--- src/hw/autoneg_np_consts.svh ---
// Offsets, field positions and reset values of the auto-negotiation status registers
//
// Overview of operation
// - Partner acknowledge bit updated by hardware only
// - Code in bits 10:0, bit 13 message flag
// - Bit 12 shows partner can comply
// - Bit 11 is inverse of previous transmitted toggle
// - Code field read-only, resets to zero
// - Expansion bits 15:5 read zero, writes ignored
// - Bit 4 set on parallel detection fault
// - Bit 3 partner next page support, resets zero
// - Bit 2 reads one, fixed, read-only
// - Bit 1 set on page, cleared by read
// - Bit 0 partner autoneg support, resets zero
`ifndef AUTONEG_NP_CONSTS_SVH
`define AUTONEG_NP_CONSTS_SVH

// Register indices and their APB byte addresses (index times four)
`define PNPW_INDEX          8'h05
`define EXP_INDEX           8'h06
`define PNPW_ADDR           12'h014
`define EXP_ADDR            12'h018

// Received next-page word fields
`define PNPW_ACK_BIT        14
`define PNPW_MP_BIT         13
`define PNPW_PARTNER_CAN_COMPLY_BIT       12
`define PNPW_TOGGLE_BIT     11
`define PNPW_CODE_MSB       10
`define PNPW_CODE_LSB       0
`define PNPW_CODE_WIDTH     11
`define PNPW_CODE_RESET     11'h000

// Expansion register fields
`define EXP_PDF_BIT         4
`define EXP_LP_NP_BIT       3
`define EXP_NP_BIT          2
`define EXP_PAGE_RX_BIT     1
`define EXP_LP_AN_BIT       0
`define EXP_NP_RESET        1'h1
`define EXP_STATUS_RESET    1'h0

// Register width and bus data width
`define REG_WIDTH           16
`define BUS_WIDTH           32

`endif

--- src/hw/autoneg_np_pkg.sv ---
// Types shared by the auto-negotiation status register files
package autoneg_np_pkg;

    // One 16-bit status register word
    typedef logic [15:0] reg_word_t;

    // Which register an APB address selects
    typedef enum logic [1:0] {
        SEL_NONE      = 2'b00,
        SEL_PARTNER   = 2'b01,
        SEL_EXPANSION = 2'b10
    } reg_sel_e;

endpackage : autoneg_np_pkg

--- src/hw/status_capture.sv ---
// Loadable status register with clock enable and synchronous reset
`timescale 1ns/1ps
module status_capture #(
    parameter int              WIDTH       = 1,
    parameter logic [WIDTH-1:0] RESET_VALUE = '0
) (
    input  wire logic             clk_sys,
    input  wire logic             reset_n,
    input  wire logic             ce,
    input  wire logic             load,
    input  wire logic [WIDTH-1:0] d,
    output logic      [WIDTH-1:0] q
);

    // Holds value until loaded; frozen while clock enable is low
    always_ff @(posedge clk_sys) begin
        if (!reset_n) begin
            q <= RESET_VALUE;
        end else if (ce && load) begin
            q <= d;
        end
    end

endmodule : status_capture

--- src/hw/autoneg_next_page_status_regs.sv ---
// Auto-negotiation received next-page word and expansion status registers on APB
//
// The implementer's own choice: the APB register port.
`timescale 1ns/1ps
`include "autoneg_np_consts.svh"
module autoneg_next_page_status_regs
    import autoneg_np_pkg::*;
#(
    parameter int ADDR_W = 12
) (
    input  wire logic              clk_sys,                    // System clock, 50 MHz
    input  wire logic              reset_n,                    // Synchronous reset, active low
    input  wire logic              ce,                         // Clock enable, freezes state
    // APB slave
    input  wire logic [ADDR_W-1:0] paddr,                      // Byte address
    input  wire logic              psel,                       // Slave select
    input  wire logic              penable,                    // Access phase
    input  wire logic              pwrite,                     // Write when high
    input  wire logic [31:0]       pwdata,                     // Write data, ignored
    input  wire logic [3:0]        pstrb,                      // Byte strobes, ignored
    output logic      [31:0]       prdata,                     // Read data
    output logic                   pready,                     // Transfer complete
    output logic                   pslverr,                    // Unmapped address
    // Negotiation engine side
    input  wire logic              page_rx_strobe,             // Link code word page received
    input  wire logic [15:0]       page_rx_word,               // Received link code word
    input  wire logic              last_tx_toggle,             // Toggle of last sent word
    input  wire logic              ack_update_strobe,          // Burst carried acknowledge
    input  wire logic              ack_update_value,           // Acknowledge from burst
    input  wire logic              parallel_detect_fault_in,   // Parallel detection fault
    input  wire logic              partner_next_page_capable_in, // Partner next page ability
    input  wire logic              partner_autoneg_capable_in, // Partner autoneg ability
    output logic                   page_received               // Unread page pending
);

    // ------------------------------------------------------------------
    // Stored fields of the received next-page word
    // ------------------------------------------------------------------
    logic                          partner_ack;                // Partner acknowledge
    logic                          next_partner_ack;           // Next acknowledge value
    logic                          message_page_flag;          // Message page flag
    logic                          partner_can_comply;         // Partner can comply
    logic                          rx_toggle;                  // Reported toggle
    logic [`PNPW_CODE_WIDTH-1:0]   rx_code;                    // Received code field
    logic [13:0]                   page_fields_d;              // Fields loaded on a page
    logic [13:0]                   page_fields_q;              // Fields as stored

    // ------------------------------------------------------------------
    // Expansion register state
    // ------------------------------------------------------------------
    logic                          parallel_detect_fault;      // Fault flag
    logic                          partner_next_page_capable;  // Partner next page ability
    logic                          partner_autoneg_capable;    // Partner autoneg ability
    logic                          local_next_page_capable;    // Fixed local ability
    logic                          page_rx_flag;               // Sticky page received
    logic                          next_page_rx_flag;          // Next sticky value

    // ------------------------------------------------------------------
    // Bus decode and read path
    // ------------------------------------------------------------------
    reg_sel_e                      sel;                        // Decoded register
    logic                          setup_phase;                // APB setup cycle
    logic                          access_done;                // Access completes this edge
    logic                          read_done;                  // Read completes this edge
    reg_word_t                     partner_word;               // Assembled partner word
    reg_word_t                     expansion_word;             // Assembled expansion word
    reg_word_t                     read_word;                  // Word for selected register
    logic                          read_err;                   // Unmapped access
    logic                          read_expansion;             // Setup targeted expansion
    logic                          read_expansion_q;           // Captured at setup
    logic                          page_seen_q;                // Flag value that was returned

    // Zero-wait slave; clock enable low holds the access phase
    assign pready      = ce;
    assign setup_phase = psel && !penable;
    assign access_done = psel && penable && ce;
    assign read_done   = access_done && !pwrite;

    // Address decode into register select
    always_comb begin
        if (paddr == ADDR_W'(`PNPW_ADDR)) begin
            sel = SEL_PARTNER;
        end else if (paddr == ADDR_W'(`EXP_ADDR)) begin
            sel = SEL_EXPANSION;
        end else begin
            sel = SEL_NONE;
        end
    end

    // ------------------------------------------------------------------
    // Received page capture
    // ------------------------------------------------------------------

    // Toggle reported is the inverse of the one last transmitted
    always_comb begin
        page_fields_d = '0;
        page_fields_d[`PNPW_MP_BIT] = page_rx_word[`PNPW_MP_BIT];
        page_fields_d[`PNPW_PARTNER_CAN_COMPLY_BIT] = page_rx_word[`PNPW_PARTNER_CAN_COMPLY_BIT];
        page_fields_d[`PNPW_TOGGLE_BIT] = ~last_tx_toggle;
        page_fields_d[`PNPW_CODE_MSB:`PNPW_CODE_LSB] =
            page_rx_word[`PNPW_CODE_MSB:`PNPW_CODE_LSB];
    end

    // Page fields only load from the engine, never from the bus
    status_capture #(
        .WIDTH       (14),
        .RESET_VALUE (14'h0000)
    ) u_page_fields (
        .clk_sys (clk_sys),
        .reset_n (reset_n),
        .ce      (ce),
        .load    (page_rx_strobe),
        .d       (page_fields_d),
        .q       (page_fields_q)
    );

    // Split stored page into its named fields
    assign message_page_flag  = page_fields_q[`PNPW_MP_BIT];
    assign partner_can_comply = page_fields_q[`PNPW_PARTNER_CAN_COMPLY_BIT];
    assign rx_toggle          = page_fields_q[`PNPW_TOGGLE_BIT];
    assign rx_code            = page_fields_q[`PNPW_CODE_MSB:`PNPW_CODE_LSB];

    // Acknowledge follows incoming bursts; a page carries one too
    always_comb begin
        next_partner_ack = partner_ack;
        if (ack_update_strobe) begin
            next_partner_ack = ack_update_value;
        end else if (page_rx_strobe) begin
            next_partner_ack = page_rx_word[`PNPW_ACK_BIT];
        end
    end

    // Acknowledge register, hardware owned
    always_ff @(posedge clk_sys) begin
        if (!reset_n) begin
            partner_ack <= 1'b0;
        end else if (ce) begin
            partner_ack <= next_partner_ack;
        end
    end

    // ------------------------------------------------------------------
    // Expansion status
    // ------------------------------------------------------------------

    // Fault flag follows the parallel detection result
    status_capture #(
        .WIDTH       (1),
        .RESET_VALUE (`EXP_STATUS_RESET)
    ) u_pdf (
        .clk_sys (clk_sys),
        .reset_n (reset_n),
        .ce      (ce),
        .load    (1'b1),
        .d       (parallel_detect_fault_in),
        .q       (parallel_detect_fault)
    );

    // Partner next page ability, zero after reset
    status_capture #(
        .WIDTH       (1),
        .RESET_VALUE (`EXP_STATUS_RESET)
    ) u_lp_np (
        .clk_sys (clk_sys),
        .reset_n (reset_n),
        .ce      (ce),
        .load    (1'b1),
        .d       (partner_next_page_capable_in),
        .q       (partner_next_page_capable)
    );

    // Partner auto-negotiation ability, zero after reset
    status_capture #(
        .WIDTH       (1),
        .RESET_VALUE (`EXP_STATUS_RESET)
    ) u_lp_an (
        .clk_sys (clk_sys),
        .reset_n (reset_n),
        .ce      (ce),
        .load    (1'b1),
        .d       (partner_autoneg_capable_in),
        .q       (partner_autoneg_capable)
    );

    // Local next page ability is a fixed one
    assign local_next_page_capable = `EXP_NP_RESET;

    // Sticky page flag; a new page beats the read clear
    always_comb begin
        next_page_rx_flag = page_rx_flag;
        if (read_done && read_expansion_q && page_seen_q) begin
            next_page_rx_flag = 1'b0;
        end
        if (page_rx_strobe) begin
            next_page_rx_flag = 1'b1;
        end
    end

    // Page received flag register
    always_ff @(posedge clk_sys) begin
        if (!reset_n) begin
            page_rx_flag <= 1'b0;
        end else if (ce) begin
            page_rx_flag <= next_page_rx_flag;
        end
    end

    assign page_received = page_rx_flag;

    // ------------------------------------------------------------------
    // Register word assembly
    // ------------------------------------------------------------------

    // Partner word; bit 15 not carried, reads zero
    always_comb begin
        partner_word = '0;
        partner_word[`PNPW_ACK_BIT]    = partner_ack;
        partner_word[`PNPW_MP_BIT]     = message_page_flag;
        partner_word[`PNPW_PARTNER_CAN_COMPLY_BIT]   = partner_can_comply;
        partner_word[`PNPW_TOGGLE_BIT] = rx_toggle;
        partner_word[`PNPW_CODE_MSB:`PNPW_CODE_LSB] = rx_code;
    end

    // Expansion word; upper bits stay zero
    always_comb begin
        expansion_word = '0;
        expansion_word[`EXP_PDF_BIT]     = parallel_detect_fault;
        expansion_word[`EXP_LP_NP_BIT]   = partner_next_page_capable;
        expansion_word[`EXP_NP_BIT]      = local_next_page_capable;
        expansion_word[`EXP_PAGE_RX_BIT] = page_rx_flag;
        expansion_word[`EXP_LP_AN_BIT]   = partner_autoneg_capable;
    end

    // Select word for the addressed register
    always_comb begin
        read_word      = '0;
        read_err       = 1'b0;
        read_expansion = 1'b0;
        case (sel)
            SEL_PARTNER: begin
                read_word = partner_word;
            end
            SEL_EXPANSION: begin
                read_word      = expansion_word;
                read_expansion = !pwrite;
            end
            default: begin
                read_err = 1'b1;
            end
        endcase
    end

    // ------------------------------------------------------------------
    // APB read data, captured in the setup cycle
    // ------------------------------------------------------------------

    // Read data and error are registered at setup, held through access
    always_ff @(posedge clk_sys) begin
        if (!reset_n) begin
            prdata  <= 32'h0000_0000;
            pslverr <= 1'b0;
        end else if (ce) begin
            if (setup_phase) begin
                prdata  <= pwrite ? 32'h0000_0000 : {16'h0000, read_word};
                pslverr <= read_err;
            end else if (access_done) begin
                pslverr <= 1'b0;
            end
        end
    end

    // Remember whether the page flag was returned by this read
    always_ff @(posedge clk_sys) begin
        if (!reset_n) begin
            read_expansion_q <= 1'b0;
            page_seen_q      <= 1'b0;
        end else if (ce) begin
            if (setup_phase) begin
                read_expansion_q <= read_expansion;
                page_seen_q      <= page_rx_flag;
            end else if (access_done) begin
                read_expansion_q <= 1'b0;
                page_seen_q      <= 1'b0;
            end
        end
    end

    // Write data and strobes have no destination; all bits read-only
    logic unused_write;
    assign unused_write = ^{pwdata, pstrb};

endmodule : autoneg_next_page_status_regs

--- config.mk ---
export PLATFORM = sky130hd
export DESIGN_NAME = autoneg_next_page_status_regs
export DESIGN_NICKNAME = d
export VERILOG_FILES = /design/src/hw/autoneg_np_pkg.sv /design/src/hw/status_capture.sv /design/src/hw/autoneg_next_page_status_regs.sv
export VERILOG_INCLUDE_DIRS = /design/src /design/src/hw
export SDC_FILE = /design/constraint.sdc
export NUM_CORES = 1
export LEC_CHECK = 0
export BUFFER_PORTS_ARGS = -buffer_cell sky130_fd_sc_hd__clkbuf_2
export CAP_MARGIN = 25
export CORE_UTILIZATION = 45
export DETAILED_ROUTE_END_ITERATION = 8
export PLACE_DENSITY = 0.85
export SLEW_MARGIN = 20
export SYNTH_ARGS = -nofsm -noshare
export SYNTH_HDL_FRONTEND = slang
export SYNTH_SLANG_ARGS = --single-unit
--- constraint.sdc ---
create_clock -name clk_sys -period 3.53 [get_ports clk_sys]
set_input_delay 0.1765 -clock clk_sys [delete_from_list [all_inputs] [get_ports clk_sys]]
set_output_delay 0.1765 -clock clk_sys [all_outputs]
set_load 0.03 [all_outputs]
==> results_tabular.tex, run 1 <==
\begin{tabular}{lr}
\hline
Metric & Value \\
\hline
\multicolumn{2}{l}{\textbf{Status}} \\
Result of the run & finished clean \\
\multicolumn{2}{l}{\textbf{Setup path}} \\
Critical Setup Path Class & in -> reg \\
Maximum fanout encountered on the critical timing path & 5 \\
Critical path required time & between 3000 and 4000 ps \\
Endpoint arrival time on the critical path & between 1500 and 2000 ps \\
Ordered cell list for the critical path & clkbuf\_2 > or4\_4 > nor4\_1 > a31o\_2 \\
Critical path's largest stage delay & 830 ps \\
CP Capture Type & register \\
Number of cells on the worst reg-to-reg path & 3 \\
Startpoint kind of the worst setup timing path & input port \\
Critical-path cell with the highest stage delay & sky130\_fd\_sc\_hd\_\_nor4\_1 \\
\multicolumn{2}{l}{\textbf{Die}} \\
Core area & 3470 um\^{}2 \\
Standard-cell row count & 21 \\
Overall die width & 63.5 um \\
Chip Height & between 60 and 70 um \\
Top-Level Pins & between 100 and 150 \\
Die outline area & 4040 um\^{}2 \\
Initial Util & roughly half \\
\multicolumn{2}{l}{\textbf{GRT}} \\
Largest net degree at the start of global routing & 46 \\
Vias in the first global route & 1348 \\
Initial antenna violation count & 0 \\
Tot GR Track Use & 18.8\% \\
Grt total ovfl & 0 \\
Wire length of the first global-routing pass & 5.92 mm \\
\multicolumn{2}{l}{\textbf{Timing}} \\
Slack of the critical path & 1840 ps \\
Total negative setup slack & 0 ps \\
Shortest period the worst path allows & 1690 ps \\
Relative slew margins & 37.3\% \\
Unrepaired setup endpoints after global routing & false \\
Maximum clock skew at final layout & 2.48 ps \\
Final Setup Violations & 0 \\
Maximum clock frequency & a little under 600 MHz \\
Max-slew violation total from the final report & 0 \\
Slew at the pin closest to its max-slew limit & 932 ps \\
Final Cycle Share & 47.8\% \\
Number of hold violations in the final report & 0 \\
\multicolumn{2}{l}{\textbf{Final layout}} \\
Antenna diodes & 0 \\
Count of fill cells added during filler insertion & 325 \\
Synth-to-Final Area Change & 18.1\% \\
Fraction of final layout cells sized beyond drive strength 1 & 31.5\% \\
Sequential cell area & $\sim$740 um\^{}2 \\
Area used by multi-input combinational logic & $\sim$840 um\^{}2 \\
NumNets Final & approximately 310 \\
\multicolumn{2}{l}{\textbf{Detailed routing}} \\
Mean routed wirelength per cell & 12.3 um \\
Total DRC errors in the routed layout & 0 \\
Vias & 1396 \\
1st-pass router iterations & 4 \\
Initial drt markers & 47 \\
Vias per cell & 4.97 \\
Number of antenna-violating nets in the routed design & 0 \\
Final Routed Wirelength & 3.44 mm \\
\multicolumn{2}{l}{\textbf{CTS}} \\
Clk pin slew, worst setup/hold paths & 70 ps \\
Clock sink count & 37 \\
Hold Buf Count CTS & 0 \\
Number of buffers between clock root and the deepest sink & 2 \\
Total CTS buffers & 5 \\
Buffer count from post-CTS setup fixing & 0 \\
Cell chosen for the clock root & sky130\_fd\_sc\_hd\_\_clkbuf\_8 \\
Total number of H-tree levels & 2 \\
Resized cells post-CTS & 0 \\
Clock insertion delay at the later pin of the skew report & 280 ps \\
Clock tree from TritonCTS & done \\
\multicolumn{2}{l}{\textbf{Placement}} \\
Placed wire-length estimate after detailed placement & between 2 and 2.5 mm \\
Placement Setup Slack & 1600 ps \\
Weighted congestion reported at the end of routability-driven placement & $\sim$0.74 \\
Port bufs & 56 \\
\multicolumn{2}{l}{\textbf{Pwr}} \\
Max IR drop VDD & 171 uV \\
Fraction of power consumed by combinational cells & around an eighth \\
Fraction of power spent switching nets & 25.4\% \\
Share of total power in the clock network & $\sim$36\% \\
Switching power & 0.211 mW \\
Part of the power in registers & 52.5\% \\
Static power due to leakage & 0.860 nW \\
Internal portion of total power & 0.619 mW \\
Pwr Density & $\sim$410 nW/um\^{}2 \\
\multicolumn{2}{l}{\textbf{Yosys}} \\
Total number of yosys warnings & 0 \\
Number of enable-type register cells in the synthesized netlist & 0 \\
Fraction of the yosys area taken by sequential cells & 43.5\% \\
Share of synthesized registers carrying an async set or reset & 0\% \\
Flip-flop and latch count after synthesis & 37 \\
Dominant synthesized flop cell & sky130\_fd\_sc\_hd\_\_dfxtp\_1 \\
Number of instances in the synthesized netlist & 184 \\
Yosys top cell by area & sky130\_fd\_sc\_hd\_\_dfxtp\_1 \\
Most frequent cell after synthesis & sky130\_fd\_sc\_hd\_\_dfxtp\_1 \\
Portion of synthesized cell area occupied by the leading cell type & 43.5\% \\
Count of different cell masters after synthesis & 32 \\
Biggest area contributors in the synthesized netlist & sky130\_fd\_sc\_hd\_\_dfxtp\_1, sky130\_fd\_sc\_hd\_\_buf\_4, sky130\_fd\_sc\_hd\_\_nand2\_1, sky130\_fd\_sc\_hd\_\_a21boi\_0, sky130\_fd\_sc\_hd\_\_nor2b\_1 \\
Most common library cells after synthesis & sky130\_fd\_sc\_hd\_\_dfxtp\_1, sky130\_fd\_sc\_hd\_\_nand2\_1, sky130\_fd\_sc\_hd\_\_buf\_4, sky130\_fd\_sc\_hd\_\_nor2b\_1, sky130\_fd\_sc\_hd\_\_a21boi\_0 \\
Post-synth design cell area & 1700 um\^{}2 \\
Syn Area/Cell & slightly above 9 um\^{}2 \\
\multicolumn{2}{l}{\textbf{Min path}} \\
Hold Crit Depth & 3 \\
Worst min-delay path class & in -> reg \\
\multicolumn{2}{l}{\textbf{Run}} \\
Reported max-cap violation count & 0 \\
\hline
\end{tabular}
[power by group through the flow]
stage          Sequential, mW  Clock (mW)  Combinational (mW)
4_1_cts                 0.436       0.302              0.0984
6_report                0.436       0.296              0.0977
2_1_floorplan           0.446           0              0.0807
5_1_grt                 0.438       0.322               0.108
3_3_place_gp            0.445           0              0.0968
3_5_place_dp            0.446           0              0.0981
[critical path, delay by kind of cell]
family / cells / cell delay, ps
buffers and inverters: 1 / 80
AO/OA/AOI/OAI: 1 / 260
AND/OR/NAND/NOR: 2 / 1400
[final cells by class]
cell class / count / share of cell area, %
timing repair buffer: 56 / 13.9
multi-input combinational: 135 / 41.9
tap: 46 / 2.86
clock buffer: 6 / 4.10
sequential: 37 / 36.8
clock inverter: 1 / 0.373
[state kept, by name, summed over array words and instances, names as in the netlist]
register,flops
prdata,15
page_seen_q,1
u_lp_np.q,1
read_expansion_q,1
pslverr,1
u_page_fields.q,14
page_received,1
partner_ack,1
u_pdf.q,1
u_lp_an.q,1
[worst paths after layout]
kind	from	end	slack (ps)
min reg2reg	u_page_fields.q[8]	u_page_fields.q[8]	470
max reg2reg	read_expansion_q	page_received	2690
min	page_rx_word[13]	u_page_fields.q[13]	120
max	paddr[7]	prdata[0]	1840
[per-layer routing]
layer | share of wire (%) | GRT usage, % | vias up | wire length [um]
met4 | 2.7 | 10.8 | 0 | 93
met1 | 44 | 21.3 | 637 | 1530
met2 | 48 | 32.3 | 50 | 1660
li1 | - | - | 701 | -
met3 | 4.7 | 3.99 | 8 | 163
met5 | 0 | 0 | - | 0
[cell families (layout without fill, tap and decap cells)]
family,after synthesis,in the layout,synth area share (%)
buffers and inverters,28,63,10.6
flip-flops,37,37,43.5
other,1,17,0.220
multiplexers,4,4,2.35
AND/OR/NAND/NOR,72,72,25.6
XOR/XNOR,1,1,0.514
AO/OA/AOI/OAI,41,41,17.3
[cells in the final DEF, fill, tap and decap left out, drive strengths merged, types with 2 or more instances in the layout]
master and count:
nand3 8, nand2 30, a31o 4, nand3b 2
a21oi 2, nor4b 2, and2 3, a22oi 11
or4b 2, conb 17, a21boi 14, nor2 2
o21ai 6, nor2b 16, dfxtp 37, mux2i 4
clkbuf 62, o21a 2
[through the flow]
step / total power [mW] / instances / util (%) / cell area (um^2) / hold slack (ps)
after global placement: 0.542 / 274 / 55.4 / 1920 / 415
final: 0.830 / 281 / 58.0 / 2010 / 124
after detailed placement: 0.544 / 274 / 55.4 / 1920 / 421
after CTS: 0.837 / 281 / 58.0 / 2010 / 121
after floorplan: 0.527 / 200 / - / 1760 / 321
after global routing: 0.867 / 281 / 58.0 / 2010 / 134
No activity file was read; power rests on OpenSTA's default activity.
==> inputs of run 2 (changes only) <==
--- a/config.mk
+++ b/config.mk
@@ -8,9 +8,9 @@
 export LEC_CHECK = 0
 export BUFFER_PORTS_ARGS = -buffer_cell sky130_fd_sc_hd__clkbuf_2
 export CAP_MARGIN = 25
-export CORE_UTILIZATION = 45
+export CORE_UTILIZATION = 38
 export DETAILED_ROUTE_END_ITERATION = 8
-export PLACE_DENSITY = 0.85
+export PLACE_DENSITY = 0.76
 export SLEW_MARGIN = 20
 export SYNTH_ARGS = -nofsm -noshare
 export SYNTH_HDL_FRONTEND = slang
==> constraint.sdc (replaced) <==
create_clock -name clk_sys -period 1.4 [get_ports clk_sys]
set_input_delay 0.07 -clock clk_sys [delete_from_list [all_inputs] [get_ports clk_sys]]
set_output_delay 0.07 -clock clk_sys [all_outputs]
set_load 0.03 [all_outputs]
==> results_tabular.tex, run 2 (synthesized netlist as in run 1, its figures left out) <==
\begin{tabular}{lr}
\hline
Metric & Value \\
\hline
\multicolumn{2}{l}{\textbf{Setup path}} \\
Setup slack of the worst register-to-register path & 600 ps (-2090 ps) \\
Critical path's largest stage delay & 550 ps (-280 ps) \\
Critical-path cell with the highest stage delay & sky130\_fd\_sc\_hd\_\_or4b\_4 \\
Critical path origin & paddr[7] \\
Endpoint arrival time on the critical path & 1550 ps (-360 ps) \\
Reg2reg start & u\_page\_fields.q[2] \\
Ordered cell list for the critical path & clkbuf\_2 > or4\_4 > or4b\_4 > o31ai\_1 > and2\_1 \\
Critical path required time & 1630 ps (-2130 ps) \\
CP Capture Type & register \\
Maximum fanout encountered on the critical timing path & 3 (-2) \\
Number of cells on the worst reg-to-reg path & 3 (unchanged) \\
Critical Setup Path Class & in -> reg \\
Reg-to-reg critical path endpoint & prdata[2] \\
Startpoint kind of the worst setup timing path & input port \\
\multicolumn{2}{l}{\textbf{Detailed routing}} \\
Final Routed Wirelength & 3.56 mm (+3.3\%) \\
Mean routed wirelength per cell & 11.8 um (-3.6\%) \\
Vias & 1455 (+4.2\%) \\
Vias per cell & 4.83 (-2.7\%) \\
1st-pass router iterations & 5 (+1) \\
Total DRC errors in the routed layout & 0 (unchanged) \\
Initial drt markers & 47 (unchanged) \\
Number of antenna-violating nets in the routed design & 0 (unchanged) \\
\multicolumn{2}{l}{\textbf{Run}} \\
Reported max-cap violation count & 0 (unchanged) \\
\multicolumn{2}{l}{\textbf{Min path}} \\
Hold Path Sink & u\_page\_fields.q[8] \\
Beginning of the worst hold path & page\_rx\_word[8] \\
Worst min-delay path class & in -> reg \\
Hold Crit Depth & 3 (unchanged) \\
\multicolumn{2}{l}{\textbf{CTS}} \\
Cell chosen for the clock root & sky130\_fd\_sc\_hd\_\_clkbuf\_8 \\
Clock sink count & 37 (unchanged) \\
Clk pin slew, worst setup/hold paths & 70 ps (about the same) \\
Clock insertion delay at the later pin of the skew report & 290 ps (about the same) \\
Buffer count from post-CTS setup fixing & 0 (unchanged) \\
Clock tree from TritonCTS & done \\
Resized cells post-CTS & 0 (unchanged) \\
Total number of H-tree levels & 2 (unchanged) \\
Total CTS buffers & 5 (unchanged) \\
Number of buffers between clock root and the deepest sink & 2 (unchanged) \\
\multicolumn{2}{l}{\textbf{Final layout}} \\
Most common library cell in the layout ignoring fill and taps & sky130\_fd\_sc\_hd\_\_clkbuf\_2 \\
Register containing the most flip-flops in the final layout & prdata \\
NumNets Final & 327 (+4.8\%) \\
Antenna diodes & 0 (unchanged) \\
Fraction of final layout cells sized beyond drive strength 1 & 35.1\% (+3.6 points) \\
Synth-to-Final Area Change & 25.6\% \\
Max reg flops & 15 (unchanged) \\
Top flop regs & prdata: 15 flops, u\_page\_fields.q: 14 flops \\
Util after Layout & 51.7\% (-6.3 points) \\
Count of fill cells added during filler insertion & 411 (+26\%) \\
Leading cell types in the layout, fill and taps excluded & sky130\_fd\_sc\_hd\_\_clkbuf\_2, sky130\_fd\_sc\_hd\_\_dfxtp\_1, sky130\_fd\_sc\_hd\_\_nand2\_1 \\
\multicolumn{2}{l}{\textbf{Placement}} \\
Weighted congestion reported at the end of routability-driven placement & 0.729 (-0.94\%) \\
Placed wire-length estimate after detailed placement & 2.73 mm (+11\%) \\
Placement Setup Slack & -220 ps (-1820 ps) \\
Port bufs & 56 (unchanged) \\
\multicolumn{2}{l}{\textbf{Die}} \\
Die outline area & 4760 um\^{}2 (+18\%) \\
Initial Util & 41.1\% (-8.0 points) \\
Top-Level Pins & 112 (unchanged) \\
Core area & 4140 um\^{}2 (+19\%) \\
Standard-cell row count & 23 (+9.5\%) \\
Overall die width & 69.0 um (+8.5\%) \\
Chip Height & 69.0 um (+8.5\%) \\
\multicolumn{2}{l}{\textbf{Pwr}} \\
Fraction of power spent switching nets & 25.8\% (+0.36 points) \\
Switching power & 0.553 mW (+160\%) \\
Design Power & 2.14 mW (+160\%) \\
Part of the power in registers & 51.3\% (-1.2 points) \\
Fraction of power consumed by combinational cells & 12.6\% (+0.8 points) \\
Internal portion of total power & 1.59 mW (+160\%) \\
Share of total power in the clock network & 36.1\% (+0.4 points) \\
Static power due to leakage & 0.936 nW (+8.9\%) \\
Pwr Density & 1000 nW/um\^{}2 (+140\%) \\
Max IR drop VDD & 402 uV (+130\%) \\
\multicolumn{2}{l}{\textbf{Timing}} \\
Max-slew violation total from the final report & 0 (unchanged) \\
Final Cycle Share & 94.0\% \\
Slack of the critical path & 83.5 ps (-1760 ps) \\
Shortest period the worst path allows & 1320 ps \\
Total negative setup slack & 0 ps (unchanged) \\
Maximum clock skew at final layout & 5.75 ps (+3.26 ps) \\
Unrepaired setup endpoints after global routing & false \\
Number of hold violations in the final report & 0 (unchanged) \\
Final Setup Violations & 0 (unchanged) \\
Maximum clock frequency & between 700 and 800 MHz \\
\multicolumn{2}{l}{\textbf{GRT}} \\
Tot GR Track Use & 16.6\% (-2.2 points) \\
Largest net degree at the start of global routing & 25 (-46\%) \\
Vias in the first global route & 1317 (-2.3\%) \\
Grt total ovfl & 0 (unchanged) \\
Wire length of the first global-routing pass & 5.62 mm (-5.1\%) \\
Initial antenna violation count & 0 (unchanged) \\
\multicolumn{2}{l}{\textbf{Status}} \\
Result of the run & finished clean \\
\hline
\end{tabular}
-- run 2: changes by cell type in the layout (fill, tap and decap cells not counted) --
cell	previous run	this run
sky130_fd_sc_hd__clkinvlp_4	1	0
sky130_fd_sc_hd__buf_4	0	13
sky130_fd_sc_hd__o21ai_1	0	3
sky130_fd_sc_hd__clkinv_4	0	1
sky130_fd_sc_hd__dlygate4sd3_1	0	2
sky130_fd_sc_hd__o21ai_0	6	3
sky130_fd_sc_hd__clkinv_2	0	1
-- run 2: power groups by stage --
stage	clock, mW	sequential (mW)	combinational (mW)
floorplan	0	1.12	0.203
global placement	0	1.12	0.264
detailed placement	0	1.12	0.269
CTS	0.806	1.10	0.273
global route	0.847	1.10	0.301
finish	0.772	1.10	0.270
-- run 2: how the worst max path moves through the flow --
stage                           end  slack [ps]  cells past startpoint
final                     prdata[2]          80                      5
after global routing      prdata[2]          60                      5
after CTS                 prdata[2]          90                      5
after detailed placement  prdata[2]        -220                      5
after global placement    prdata[2]        -200                      5
after floorplan           prdata[2]        -130                      4
-- run 2: per-stage QoR --
stage / hold WS [ps] / cells / area (um^2)
5_1_grt: 10.1 / 301 / 2140
6_report: 6.72 / 301 / 2140
3_3_place_gp: 310 / 291 / 2020
2_1_floorplan: 215 / 200 / 1760
3_5_place_dp: 313 / 291 / 2020
4_1_cts: 3.26 / 301 / 2140
-- run 2: cell type report --
| class | instances | area (um^2) | area share (%) |
|---|---|---|---|
| clock inverter | 2 | 13.8 | 0.643 |
| tap | 50 | 62.6 | 2.92 |
| timing repair buffer | 71 | 398 | 18.6 |
| sequential | 37 | 741 | 34.6 |
| multi-input combinational | 135 | 843 | 39.4 |
| clock buffer | 6 | 82.6 | 3.86 |
-- run 2: worst max-delay path: cells and delay by family --
kind | cells | cell delay (ps)
AO/OA/AOI/OAI | 1 | 180
buffers and inverters | 1 | 80
AND/OR/NAND/NOR | 3 | 1220
-- run 2: routing by layer --
layer	track usage (%)	part of all wire, %	vias up
li1	-	-	732
met1	19.3	44	659
met2	27.2	48	58
met3	5.92	7.2	6
met4	7.65	1.2	0
met5	0	0	-
-- run 2: what timing repair did --
action                     CTS  global route
setup endpoints to repair    0             0
hold endpoints to repair     2             0
hold buffers                 2             0
==> inputs of run 3 (changes only) <==
--- a/config.mk
+++ b/config.mk
@@ -10,7 +10,7 @@
 export CAP_MARGIN = 25
 export CORE_UTILIZATION = 38
 export DETAILED_ROUTE_END_ITERATION = 8
-export PLACE_DENSITY = 0.76
+export PLACE_DENSITY_LB_ADDON = 0.3
 export SLEW_MARGIN = 20
 export SYNTH_ARGS = -nofsm -noshare
 export SYNTH_HDL_FRONTEND = slang
==> results_tabular.tex, run 3 (synthesized netlist as in run 1, its figures left out) <==
\begin{tabular}{lr}
\hline
Metric & Value \\
\hline
\multicolumn{2}{l}{\textbf{GRT}} \\
Initial antenna violation count & 0 (unchanged) \\
Vias in the first global route & 1150 (-13\%) \\
Wire length of the first global-routing pass & 5.36 mm (-4.5\%) \\
Tot GR Track Use & 16.1\% (-0.55 points) \\
Grt total ovfl & 0 (unchanged) \\
Largest net degree at the start of global routing & 35 (+40\%) \\
\multicolumn{2}{l}{\textbf{Timing}} \\
Number of hold violations in the final report & 0 (unchanged) \\
Final Cycle Share & 94.3\% (+0.22 points) \\
Total negative setup slack & 0 ps (unchanged) \\
Slack of the critical path & 80.4 ps (-3.05 ps) \\
Max-slew violation total from the final report & 0 (unchanged) \\
Maximum clock frequency & 758 MHz (-0.23\%) \\
Unrepaired setup endpoints after global routing & false \\
Maximum clock skew at final layout & 10.1 ps (+4.32 ps) \\
Final Setup Violations & 0 (unchanged) \\
Relative slew margins & 60.0\% \\
Slew at the pin closest to its max-slew limit & $\sim$600 ps \\
Shortest period the worst path allows & 1320 ps (+3.05 ps) \\
\multicolumn{2}{l}{\textbf{Setup path}} \\
Endpoint arrival time on the critical path & 1550 ps (about the same) \\
Critical-path cell with the highest stage delay & sky130\_fd\_sc\_hd\_\_or4b\_4 \\
Critical path required time & 1630 ps (about the same) \\
Number of cells on the worst reg-to-reg path & 3 (unchanged) \\
Reg2reg start & u\_page\_fields.q[2] \\
Maximum fanout encountered on the critical timing path & 4 (+1) \\
Reg-to-reg critical path endpoint & prdata[2] \\
Ordered cell list for the critical path & clkbuf\_2 > or4b\_4 > or4b\_4 > o31ai\_1 > and2\_1 \\
Most common cell on crit path & sky130\_fd\_sc\_hd\_\_or4b\_4 \\
Startpoint kind of the worst setup timing path & input port \\
Critical Setup Path Class & in -> reg \\
CP Capture Type & register \\
Critical path's largest stage delay & 550 ps (about the same) \\
Setup slack of the worst register-to-register path & 590 ps (about the same) \\
\multicolumn{2}{l}{\textbf{Final layout}} \\
Max reg flops & 15 (unchanged) \\
Most common library cell in the layout ignoring fill and taps & sky130\_fd\_sc\_hd\_\_clkbuf\_2 \\
Leading cell types in the layout, fill and taps excluded & sky130\_fd\_sc\_hd\_\_clkbuf\_2, sky130\_fd\_sc\_hd\_\_dfxtp\_1, sky130\_fd\_sc\_hd\_\_nand2\_1 \\
Synth-to-Final Area Change & 25.8\% \\
Util after Layout & 51.8\% (+0.091 points) \\
Fraction of final layout cells sized beyond drive strength 1 & 35.3\% (+0.28 points) \\
Register containing the most flip-flops in the final layout & prdata \\
Antenna diodes & 0 (unchanged) \\
NumNets Final & 325 (-0.61\%) \\
Top flop regs & prdata: 15 flops, u\_page\_fields.q: 14 flops \\
\multicolumn{2}{l}{\textbf{CTS}} \\
Clock insertion delay at the later pin of the skew report & 290 ps (about the same) \\
Clock sink count & 37 (unchanged) \\
Cell chosen for the clock root & sky130\_fd\_sc\_hd\_\_clkbuf\_8 \\
Hold Buf Count CTS & 0 (-2) \\
Total number of H-tree levels & 2 (unchanged) \\
Total CTS buffers & 5 (unchanged) \\
Clock tree from TritonCTS & done \\
Buffer count from post-CTS setup fixing & 0 (unchanged) \\
Resized cells post-CTS & 0 (unchanged) \\
Clk pin slew, worst setup/hold paths & 80 ps (about the same) \\
Number of buffers between clock root and the deepest sink & 2 (unchanged) \\
\multicolumn{2}{l}{\textbf{Detailed routing}} \\
Number of antenna-violating nets in the routed design & 0 (unchanged) \\
1st-pass router iterations & 4 (-1) \\
Vias per cell & 4.75 (-1.7\%) \\
Initial drt markers & 69 (+47\%) \\
Mean routed wirelength per cell & 12.1 um (+2.3\%) \\
Vias & 1421 (-2.3\%) \\
Final Routed Wirelength & 3.61 mm (+1.6\%) \\
Total DRC errors in the routed layout & 0 (unchanged) \\
\multicolumn{2}{l}{\textbf{Status}} \\
Result of the run & finished clean \\
\multicolumn{2}{l}{\textbf{Placement}} \\
Placement Setup Slack & -212 ps (+7.87 ps) \\
Weighted congestion reported at the end of routability-driven placement & 0.713 (-2.2\%) \\
Placed wire-length estimate after detailed placement & 2.72 mm (-0.21\%) \\
Port bufs & 56 (unchanged) \\
\multicolumn{2}{l}{\textbf{Die}} \\
Overall die width & 69.0 um (unchanged) \\
Core area & 4140 um\^{}2 (unchanged) \\
Die outline area & 4760 um\^{}2 (unchanged) \\
Top-Level Pins & 112 (unchanged) \\
Standard-cell row count & 23 (unchanged) \\
Initial Util & 41.1\% (unchanged) \\
Chip Height & 69.0 um (unchanged) \\
\multicolumn{2}{l}{\textbf{Pwr}} \\
Pwr Density & 1080 nW/um\^{}2 (+8.4\%) \\
Design Power & 2.33 mW (+8.6\%) \\
Max IR drop VDD & 467 uV (+16\%) \\
Static power due to leakage & 0.934 nW (-0.29\%) \\
\multicolumn{2}{l}{\textbf{Min path}} \\
Beginning of the worst hold path & page\_rx\_word[4] \\
Hold Crit Depth & 3 (unchanged) \\
Worst min-delay path class & in -> reg \\
Hold Path Sink & u\_page\_fields.q[4] \\
\multicolumn{2}{l}{\textbf{Run}} \\
Reported max-cap violation count & 0 (unchanged) \\
\hline
\end{tabular}
==> run 3: worst max-delay path, delay by kind of cell <==
family / cells / cell delay [ps]
AND/OR/NAND/NOR: 3 / 1220
buffers and inverters: 1 / 80
AO/OA/AOI/OAI: 1 / 180
==> run 3: layer usage <==
layer,up-vias,global-route usage (%),wire (um)
li1,730,-,-
met2,59,24.4,1660
met4,0,7.65,57
met5,-,0,0
met3,5,3.95,223
met1,627,21.2,1670
==> run 3: where the power goes <==
group	internal [mW]	switching, mW	total, mW
clock network	0.579	0.381	0.960
logic	0.104	0.163	0.267
registers	1.08	0.0162	1.10
total	1.76	0.560	2.33
==> run 3: worst max-delay path by stage <==
stage                   start   endpoint  slack [ps]  depth (start not counted)
floorplan            paddr[7]  prdata[2]        -130                          4
global placement     paddr[7]  prdata[2]        -210                          5
detailed placement   paddr[7]  prdata[2]        -210                          5
CTS                  paddr[7]  prdata[2]          80                          5
global route         paddr[7]  prdata[2]          50                          5
finish              paddr[11]  prdata[2]          80                          5
==> run 3: cell type report <==
cell class	instances	area, um^2
tap	50	62.6
clock inverter	2	37.5
clock buffer	6	82.6
multi-input combinational	135	843
timing repair buffer	69	378
sequential	37	741
fill	411	2000
==> run 3: per-stage QoR <==
step,hold slack [ps],instances,cell area (um^2)
floorplan,215,200,1760
global placement,306,291,2020
detailed placement,319,291,2020
CTS,6.92,299,2140
global route,6.91,299,2140
finish,7.51,299,2140
